<file path="config.mk">
export PLATFORM = sky130hd
export DESIGN_NAME = sfic_top
export DESIGN_NICKNAME = d
export VERILOG_FILES = /design/src/inc/sfic_pkg.sv /design/src/logic/sfic_top.sv
export VERILOG_INCLUDE_DIRS = /design/src /design/src/inc
export SDC_FILE = /design/constraint.sdc
export NUM_CORES = 1
export LEC_CHECK = 0
export BUFFER_PORTS_ARGS = -buffer_cell sky130_fd_sc_hd__buf_2
export CAP_MARGIN = 20
export CELL_PAD_IN_SITES_DETAIL_PLACEMENT = 0
export CELL_PAD_IN_SITES_GLOBAL_PLACEMENT = 1
export CORE_UTILIZATION = 40
export DETAILED_ROUTE_END_ITERATION = 10
export PLACE_DENSITY = 0.64
export SKIP_LAST_GASP = 1
export SYNTH_ARGS = -nofsm -noshare
export SYNTH_HDL_FRONTEND = slang
export SYNTH_HIERARCHICAL = 1
export SYNTH_SLANG_ARGS = --single-unit
</file>
<file path="constraint.sdc">
create_clock -name clk -period 3.1 [get_ports clk]
set_clock_uncertainty 0.15 [all_clocks]
set_input_delay 0.31 -clock clk [delete_from_list [all_inputs] [get_ports clk]]
set_output_delay 0.31 -clock clk [all_outputs]
set_load 0.01 [all_outputs]
</file>
<file path="src/inc/sfic_map.svh">
`ifndef SFIC_MAP_SVH
`define SFIC_MAP_SVH
`define SFIC_OFF_EN_A      8'h02
`define SFIC_OFF_EN_B      8'h03
`define SFIC_OFF_WR_IDX    8'h04
`define SFIC_OFF_LOST      8'h05
`define SFIC_OFF_RD_IDX    8'h06
`define SFIC_OFF_DATA      8'h07
`define SFIC_OFF_CFG       8'h08
`define SFIC_BIT_AFULL_EN  7
`define SFIC_BIT_READY_EN  6
`define SFIC_BIT_AMB_EN    5
`define SFIC_BIT_PROX_EN   4
`define SFIC_BIT_COMP_EN   3
`define SFIC_BIT_SUPPLY_EN 7
`define SFIC_BIT_CLR_SEL   6
`define SFIC_BIT_AF_TYPE   5
`define SFIC_BIT_ROLL      4
`define SFIC_EN_A_MASK     8'hF8
`define SFIC_EN_B_MASK     8'h80
`define SFIC_CFG_MASK      8'h7F
`define SFIC_EN_RST        8'h00
`define SFIC_CFG_RST       8'h0F
`define SFIC_DEPTH         6'h20
`define SFIC_LOST_MAX      5'h1F
`define SFIC_PROX_SHIFT    11'h000
`define SFIC_STAGE_DEPTH   16
`endif

</file>
<file path="src/inc/sfic_pkg.sv">
package sfic_pkg;
   typedef struct packed {
      logic ambient_overflow;
      logic driver_noncompliant;
      logic supply_out_of_range;
   } sfic_evt_t;

   typedef struct packed {
      logic a_full;
      logic sample_ready;
      logic ambient_overflow;
      logic prox;
      logic driver_noncompliant;
      logic supply_out_of_range;
   } sfic_flags_t;

   typedef enum logic [1:0] {
      SFIC_NORMAL = 2'b01,
      SFIC_PROX   = 2'b10
   } sfic_mode_t;
endpackage

</file>
<file path="src/logic/sfic_top.sv">
`timescale 1ns/1ps
`include "sfic_map.svh"

module sfic_stage_fifo
   import sfic_pkg::*;
#(
   parameter int W = 8,
   parameter int D = 16
)
(
   input  wire logic         clk,       // Core clock
   input  wire logic         rst,       // Synchronous reset
   input  wire logic         s_valid,   // Producer has a word
   input  wire logic [W-1:0] s_data,    // Producer word
   output logic              s_ready_q, // Space available
   output logic              m_valid_q, // Word available
   output logic [W-1:0]      m_data,    // Head word
   input  wire logic         m_ready    // Consumer takes head
);
   localparam int AW = $clog2(D);
   logic [W-1:0]  mem [D];
   logic [AW-1:0] wp_q;
   logic [AW-1:0] rp_q;
   logic [AW:0]   cnt_q;
   logic [AW:0]   cnt_d;
   logic          put;
   logic          take;

   assign put  = s_valid && s_ready_q;
   assign take = m_valid_q && m_ready;
   assign m_data = mem[rp_q];

   always_comb
   begin
      cnt_d = cnt_q;
      if (put && !take)
         cnt_d = cnt_q + 1'b1;
      else if (take && !put)
         cnt_d = cnt_q - 1'b1;
   end

   always_ff @(posedge clk)
   begin
      if (put)
         mem[wp_q] <= s_data;
   end

   always_ff @(posedge clk)
   begin
      if (rst)
      begin
         wp_q      <= '0;
         rp_q      <= '0;
         cnt_q     <= '0;
         s_ready_q <= 1'b0;
         m_valid_q <= 1'b0;
      end
      else
      begin
         if (put)
            wp_q <= wp_q + 1'b1;
         if (take)
            rp_q <= rp_q + 1'b1;
         cnt_q     <= cnt_d;
         s_ready_q <= (cnt_d != D[AW:0]);
         m_valid_q <= (cnt_d != '0);
      end
   end
endmodule

module sfic_top
   import sfic_pkg::*;
(
   input  wire logic         clk,                 // 200 MHz core clock
   input  wire logic         rst,                 // Synchronous reset, high
   input  wire logic         smp_valid,           // New converted sample byte
   input  wire logic [7:0]   smp_data,            // Sample byte
   output logic              smp_ready_q,         // Staging buffer has room
   input  wire sfic_evt_t    evt,                 // Monitor event pulses
   input  wire logic         prox_valid,          // First-emitter reading strobe
   input  wire logic [18:0]  prox_reading,        // First-emitter reading
   input  wire logic [7:0]   proximity_threshold, // Proximity threshold value
   input  wire logic         status1_rd,          // Status one was read
   input  wire logic         status2_rd,          // Status two was read
   input  wire logic [7:0]   reg_addr,            // Register offset
   input  wire logic         reg_wr,              // Register write strobe
   input  wire logic         reg_rd,              // Register read strobe
   input  wire logic [7:0]   reg_wdata,           // Write data
   output logic [7:0]        reg_rdata_q,         // Read data
   output sfic_flags_t       flags_q,             // Event flags
   output logic              prox_mode_q,         // Single pilot exposure
   output logic              irq_n_q              // Interrupt request, low
);
   function automatic logic hit(input logic [7:0] a, input logic [7:0] off);
      hit = (a == off);
   endfunction

   logic [7:0]  mem [32];
   logic [7:0]  en_a_q;
   logic [7:0]  en_b_q;
   logic [7:0]  cfg_q;
   logic [4:0]  wr_q;
   logic [4:0]  rd_q;
   logic        full_q;
   logic [4:0]  lost_q;
   logic        af_was;
   sfic_mode_t  mode_q;
   logic        st_valid;
   logic [7:0]  st_data;
   logic        drain_ok;
   logic        push;
   logic        store;
   logic        roll;
   logic        empty;
   logic        pop;
   logic [5:0]  cnt;
   logic [5:0]  cnt_after;
   logic        af_cond;
   logic        af_set;
   logic        data_rd;
   logic        prox_en;
   logic        to_normal;
   logic [18:0] prox_limit;

   // Host accesses take the cycle; drain waits so indexes have one writer
   assign drain_ok = !(reg_rd || reg_wr);

   sfic_stage_fifo #(
      .W (8),
      .D (`SFIC_STAGE_DEPTH)
   ) u_stage (
      .clk       (clk),
      .rst       (rst),
      .s_valid   (smp_valid),
      .s_data    (smp_data),
      .s_ready_q (smp_ready_q),
      .m_valid_q (st_valid),
      .m_data    (st_data),
      .m_ready   (drain_ok)
   );

   assign push    = st_valid && drain_ok;
   assign empty   = (wr_q == rd_q) && !full_q;
   assign roll    = cfg_q[`SFIC_BIT_ROLL] || (mode_q == SFIC_PROX);
   assign store   = push && (!full_q || roll);
   assign data_rd = reg_rd && hit(reg_addr, `SFIC_OFF_DATA);
   assign pop     = data_rd && !empty;
   assign cnt     = full_q ? `SFIC_DEPTH : {1'b0, wr_q - rd_q};
   assign cnt_after = (store && !full_q) ? cnt + 6'h01 : cnt;
   assign af_cond = cnt_after >= (`SFIC_DEPTH - {2'b00, cfg_q[3:0]});
   assign prox_en = en_a_q[`SFIC_BIT_PROX_EN];
   assign prox_limit = {proximity_threshold, `SFIC_PROX_SHIFT};
   assign to_normal = prox_en && prox_valid && (mode_q == SFIC_PROX)
                      && !(prox_reading < prox_limit);
   // Judged on the count before this store, so a pop or an index write that
   // drops the count below the threshold makes the next crossing a fresh one
   assign af_was  = cnt >= (`SFIC_DEPTH - {2'b00, cfg_q[3:0]});
   // Repeat type re-fires every sample; once type only on a fresh crossing
   assign af_set  = store && af_cond
                    && (!cfg_q[`SFIC_BIT_AF_TYPE] || !af_was);

   always_ff @(posedge clk)
   begin
      if (store)
         mem[wr_q] <= st_data;
   end

   // Register file
   always_ff @(posedge clk)
   begin
      if (rst)
      begin
         en_a_q <= `SFIC_EN_RST;
         en_b_q <= `SFIC_EN_RST;
         cfg_q  <= `SFIC_CFG_RST;
      end
      else if (reg_wr)
      begin
         if (hit(reg_addr, `SFIC_OFF_EN_A))
            en_a_q <= reg_wdata & `SFIC_EN_A_MASK;
         if (hit(reg_addr, `SFIC_OFF_EN_B))
            en_b_q <= reg_wdata & `SFIC_EN_B_MASK;
         if (hit(reg_addr, `SFIC_OFF_CFG))
            cfg_q <= reg_wdata & `SFIC_CFG_MASK;
      end
   end

   // Queue indexes and fullness
   always_ff @(posedge clk)
   begin
      if (rst)
      begin
         wr_q   <= 5'h00;
         rd_q   <= 5'h00;
         full_q <= 1'b0;
      end
      else if (reg_wr && hit(reg_addr, `SFIC_OFF_WR_IDX))
      begin
         wr_q   <= reg_wdata[4:0];
         full_q <= 1'b0;
      end
      else if (reg_wr && hit(reg_addr, `SFIC_OFF_RD_IDX))
      begin
         rd_q   <= reg_wdata[4:0];
         full_q <= 1'b0;
      end
      else if (pop)
      begin
         rd_q   <= rd_q + 5'h01;
         full_q <= 1'b0;
      end
      else if (store)
      begin
         wr_q <= wr_q + 5'h01;
         if (full_q)
            rd_q <= rd_q + 5'h01;
         else
            full_q <= (wr_q + 5'h01 == rd_q);
      end
   end

   // Samples lost: dropped when stopping, overwritten when rolling
   always_ff @(posedge clk)
   begin
      if (rst)
         lost_q <= 5'h00;
      else if (push && full_q && lost_q != `SFIC_LOST_MAX)
         lost_q <= lost_q + 5'h01;
   end

   // Acquisition mode follows each first-emitter reading
   always_ff @(posedge clk)
   begin
      if (rst)
         mode_q <= SFIC_NORMAL;
      else if (!prox_en)
         mode_q <= SFIC_NORMAL;
      else if (prox_valid)
      begin
         case (mode_q)
            SFIC_NORMAL:
               if (prox_reading < prox_limit)
                  mode_q <= SFIC_PROX;
            SFIC_PROX:
               if (!(prox_reading < prox_limit))
                  mode_q <= SFIC_NORMAL;
            default:
               mode_q <= SFIC_NORMAL;
         endcase
      end
   end

   always_ff @(posedge clk)
   begin
      if (rst)
         prox_mode_q <= 1'b0;
      else
         prox_mode_q <= (mode_q == SFIC_PROX);
   end

   // Event flags: a set in the same cycle as a clear wins
   always_ff @(posedge clk)
   begin
      if (rst)
         flags_q <= '0;
      else
      begin
         if (af_set)
            flags_q.a_full <= 1'b1;
         else if (status1_rd || (data_rd && cfg_q[`SFIC_BIT_CLR_SEL]))
            flags_q.a_full <= 1'b0;
         if (store)
            flags_q.sample_ready <= 1'b1;
         else if (status1_rd || (data_rd && cfg_q[`SFIC_BIT_CLR_SEL]))
            flags_q.sample_ready <= 1'b0;
         if (evt.ambient_overflow)
            flags_q.ambient_overflow <= 1'b1;
         else if (status1_rd)
            flags_q.ambient_overflow <= 1'b0;
         if (to_normal)
            flags_q.prox <= 1'b1;
         else if (status1_rd)
            flags_q.prox <= 1'b0;
         if (evt.driver_noncompliant)
            flags_q.driver_noncompliant <= 1'b1;
         else if (status1_rd)
            flags_q.driver_noncompliant <= 1'b0;
         if (evt.supply_out_of_range)
            flags_q.supply_out_of_range <= 1'b1;
         else if (status2_rd)
            flags_q.supply_out_of_range <= 1'b0;
      end
   end

   // Line is registered, so it follows the flags by one cycle
   always_ff @(posedge clk)
   begin
      if (rst)
         irq_n_q <= 1'b1;
      else
         irq_n_q <= !((flags_q.a_full && en_a_q[`SFIC_BIT_AFULL_EN])
                   || (flags_q.sample_ready && en_a_q[`SFIC_BIT_READY_EN])
                   || (flags_q.ambient_overflow && en_a_q[`SFIC_BIT_AMB_EN])
                   || (flags_q.prox && en_a_q[`SFIC_BIT_PROX_EN])
                   || (flags_q.driver_noncompliant && en_a_q[`SFIC_BIT_COMP_EN])
                   || (flags_q.supply_out_of_range && en_b_q[`SFIC_BIT_SUPPLY_EN]));
   end

   // Read data: unmapped offsets read zero; an empty queue reads zero
   always_ff @(posedge clk)
   begin
      if (rst)
         reg_rdata_q <= 8'h00;
      else if (reg_rd)
      begin
         case (reg_addr)
            `SFIC_OFF_EN_A:   reg_rdata_q <= en_a_q;
            `SFIC_OFF_EN_B:   reg_rdata_q <= en_b_q;
            `SFIC_OFF_WR_IDX: reg_rdata_q <= {3'h0, wr_q};
            `SFIC_OFF_LOST:   reg_rdata_q <= {3'h0, lost_q};
            `SFIC_OFF_RD_IDX: reg_rdata_q <= {3'h0, rd_q};
            `SFIC_OFF_DATA:   reg_rdata_q <= empty ? 8'h00 : mem[rd_q];
            `SFIC_OFF_CFG:    reg_rdata_q <= cfg_q;
            default:          reg_rdata_q <= 8'h00;
         endcase
      end
   end
endmodule

</file>
==> flow_metrics.tcl <==
set metrics [dict create \
    syn_nets 1240 \
    start_util_pct 40.9 \
    startpoint_type "register" \
    min_path_cells 4 \
    regToRegSetupSlack_ps 200 \
    max_freq_mhz 345 \
    layout.nets 1408 \
    final_util_pct 48.0 \
    tightest_slew_ps 973 \
    place_inst 1837 \
    clk_path_buf_depth 3 \
    ys_warn_count 6 \
    via_count 10550 \
    grt_usage_pct 18.7 \
    cts.sinks 455 \
    clk_pin_slew_worst_paths_ps 60 \
    relSlewSlack_pct 34.9 \
    cp_max_fo 3 \
    layout_min_cycle_time_ps 2900 \
    core_mm2 0.0470 \
    synth_area_leaders "edfxtp_1 (60%), mux4_2 (9.8%), dfxtp_1 (7.4%)" \
    cts_buffers 46 \
    yosys.area.top_type "edfxtp_1" \
    fin_ws_ps 198 \
    criticalPathCategory "reg2reg" \
    synth_top_area_share_pct 60.0 \
    synth_area_per_cell_um2 16.9 \
    gp_congestion 0.809 \
    grt_pass1_vias 10826 \
    io_pins 79 \
    r2r_cells 12 \
    p_int_mw 10.4 \
    swShare_pct 21.2 \
    dp_hpwl_um 29900 \
    synth_edf_count 384 \
    cp_data_arrival_time_ps 3220 \
    p_total_mw 13.2 \
    p_seq_share_pct 51.5 \
    antenna_found_initial 0 \
    powerDensity_mw_per_mm2 585 \
    whs_endpoint "mode_q[0]$_SDFFE_PP1P_" \
    dieArea_mm2 0.0489 \
    routed_wl_um 44700 \
    grt_max_degree 33 \
    vias_per_cell 5.42 \
    n_antenna_cell 0 \
    grt-ovfl-total 0 \
    syn_area_mm2 0.0192 \
    first_iter_violations 725 \
    p_switching_mw 2.79 \
    cts_max_level 2 \
    ant_nets 0 \
    reg2reg_from "rd_q[0]$_SDFFE_PP0P_" \
    yosysSeqAreaShare_pct 67.4 \
    num_rows 79 \
    p_leak_nw 7.56 \
    ys.flop_type "edfxtp_1" \
    tns_ps 0 \
    fin_crit_sh_pct 93.6 \
    peakVddDrop_v 0.000427 \
    grt_setup_unrepaired "false" \
    setup_viol 0 \
    final-hold-violation-count 0 \
    cp-end-kind "register" \
    port_buffers 67 \
    clock_latency_ps 570 \
    clkPwrFrac_pct 42.8 \
    die_w_um 221 \
    p_comb_share_pct 5.7 \
    hold_path_class "in2reg" \
    synth_cells 1138 \
    holdCritStartpoint "prox_reading[18]" \
    outcome "finished clean" \
    drv_slew 0 \
    synth-seq-cells 455 \
    r2r-end "flags_q[5]$_SDFFE_PP0P_" \
    max_cap_viol_count 0 \
    area_delta_synth_final_pct 17.2 \
    die_y_um 221 \
    post_drt_wl_per_cell_um 23.0 \
    drc 0 \
    layout.cells.non_filler 1945 \
    async_flop_share_pct 0 \
    synthDistinctLibCells 75 \
    cts_tree "built" \
    dr.pass1.iters 5 \
    grt_pass1_wl_um 68500 \
    dp_slack_ps 4.44 \
    crit_required_ps 3420 \
    clockRootBuffer "clkbuf_16" \
    drive_gt1_share_pct 24.1 \
]
[through the flow]
stage               hold slack [ps]  instance area [µm²]
floorplan                       229                19200
global route                   97.7                22500
detailed placement              349                20700
global placement                339                20700
CTS                            65.4                22500
finish                         98.7                22500
[how the worst max path moves through the flow]
| stage | startpoint | endpoint | slack [ps] |
|---|---|---|---|
| 3_3_place_gp | wr_q[0]$_SDFFE_PP0P_ | flags_q[5]$_SDFFE_PP0P_ | 80 |
| 2_1_floorplan | wr_q[0]$_SDFFE_PP0P_ | flags_q[5]$_SDFFE_PP0P_ | 230 |
| 5_1_grt | rd_q[0]$_SDFFE_PP0P_ | flags_q[5]$_SDFFE_PP0P_ | 8 |
| 4_1_cts | wr_q[0]$_SDFFE_PP0P_ | flags_q[5]$_SDFFE_PP0P_ | 40 |
| 6_report | rd_q[0]$_SDFFE_PP0P_ | flags_q[5]$_SDFFE_PP0P_ | 200 |
| 3_5_place_dp | wr_q[0]$_SDFFE_PP0P_ | flags_q[5]$_SDFFE_PP0P_ | 4 |
[layout make-up]
class,instances,area (µm²)
Timing Repair Buffer,167,1230
Multi-Input combinational cell,603,5950
Sequential cell,455,13000
Fill cell,3974,24400
Tap cell,607,759
Inverter,33,124
Clock inverter,24,294
Clock buffer,56,1210
[cell usage in the layout, fill, tap and decap left out, types with 6 or more instances in the layout]
master / count
nand3_1: 18
edfxtp_1: 384
and3_1: 8
mux2_2: 6
o21ai_0: 19
nor2_1: 85
nor2b_1: 13
clkbuf_1: 9
mux2i_1: 25
a31oi_1: 9
inv_1: 31
mux4_2: 84
dfxtp_1: 68
or3_1: 8
buf_2: 67
clkbuf_16: 47
clkinv_2: 7
bufinv_16: 7
xnor2_1: 16
clkinv_1: 7
a22oi_1: 21
buf_12: 6
xor2_1: 12
mux4_1: 24
dlygate4sd3_1: 27
and2_1: 16
nand4_1: 6
nor3_1: 13
ha_1: 36
a21oi_1: 32
nand3b_1: 6
nand2_1: 48
buf_4: 67
nand2b_1: 13
[sequential cells by signal, indices dropped and copies added (netlist names), 4 cells and up, named ones only]
signal / count
u_stage/rp_q: 4
flags_q: 6
cfg_q: 7
u_stage/wp_q: 4
u_stage/cnt_q: 5
wr_q: 5
u_stage/mem: 128
reg_rdata_q: 8
mem: 256
en_a_q: 5
rd_q: 5
lost_q: 5
[power groups by stage]
stage / Clock, mW / Combinational (mW) / Sequential [mW]
finish: 5.64 / 0.748 / 6.78
global route: 5.99 / 0.820 / 6.79
CTS: 5.75 / 0.749 / 6.78
detailed placement: 0 / 0.721 / 6.91
global placement: 0 / 0.701 / 6.91
floorplan: 0 / 0.441 / 6.91
[synthesized netlist by cell type, types with 4 or more instances]
| cell type | count |
|---|---|
| xor2_1 | 12 |
| mux2_2 | 6 |
| nand4_1 | 6 |
| ha_1 | 39 |
| buf_4 | 5 |
| inv_1 | 32 |
| mux4_2 | 84 |
| buf_2 | 8 |
| edfxtp_1 | 384 |
| a21oi_1 | 32 |
| or3_1 | 8 |
| nor3b_1 | 4 |
| dfxtp_1 | 71 |
| o21ai_0 | 19 |
| and2_1 | 16 |
| nor2b_1 | 14 |
| o211ai_1 | 4 |
| nand2_1 | 48 |
| a31oi_1 | 9 |
| a21o_1 | 4 |
| mux2i_1 | 25 |
| nor2_1 | 85 |
| mux4_1 | 24 |
| o22ai_1 | 4 |
| and3_1 | 8 |
| nand3b_1 | 6 |
| nor3_1 | 14 |
| a22oi_1 | 21 |
| xnor2_1 | 16 |
| buf_1 | 4 |
| nand2b_1 | 13 |
| clkbuf_1 | 24 |
| nand3_1 | 19 |
[repair_timing]
action | in CTS | in global routing
endpoints found under the hold margin | 166 | 0
hold buffers | 27 | 0
buffers inserted | 0 | 1
gates resized for setup | 1 | 13
pin swaps | 0 | 4
endpoints found under the setup margin | 1 | 1
[critical path, cell delays in order, from the launching register on]
cell     delay [ps]
dfxtp_1         370
ha_4            160
inv_1            50
fa_1            550
nor2b_4         190
ha_4            150
nand3_4          80
nor4b_4         300
xor2_1          200
ha_2            190
a21o_1          110
a31oi_1          40
o41ai_1         250
[metal layers]
layer | track usage (%) | share of wire [%] | up-vias
li1 | - | - | 4868
met5 | 0 | 0 | -
met2 | 30.5 | 48 | 223
met1 | 26.1 | 45 | 5400
met3 | 3.17 | 4.6 | 59
met4 | 4.47 | 1.9 | 0
[cells by family after synthesis]
family,synth area share (%)
mux,14.8
fa+ha+maj,2.64
compound gates,5.02
simple gates,6.87
xor+xnor,1.28
flops,67.4
buf+inv,2.03
Note: power is estimated with default switching activity, not from simulation.
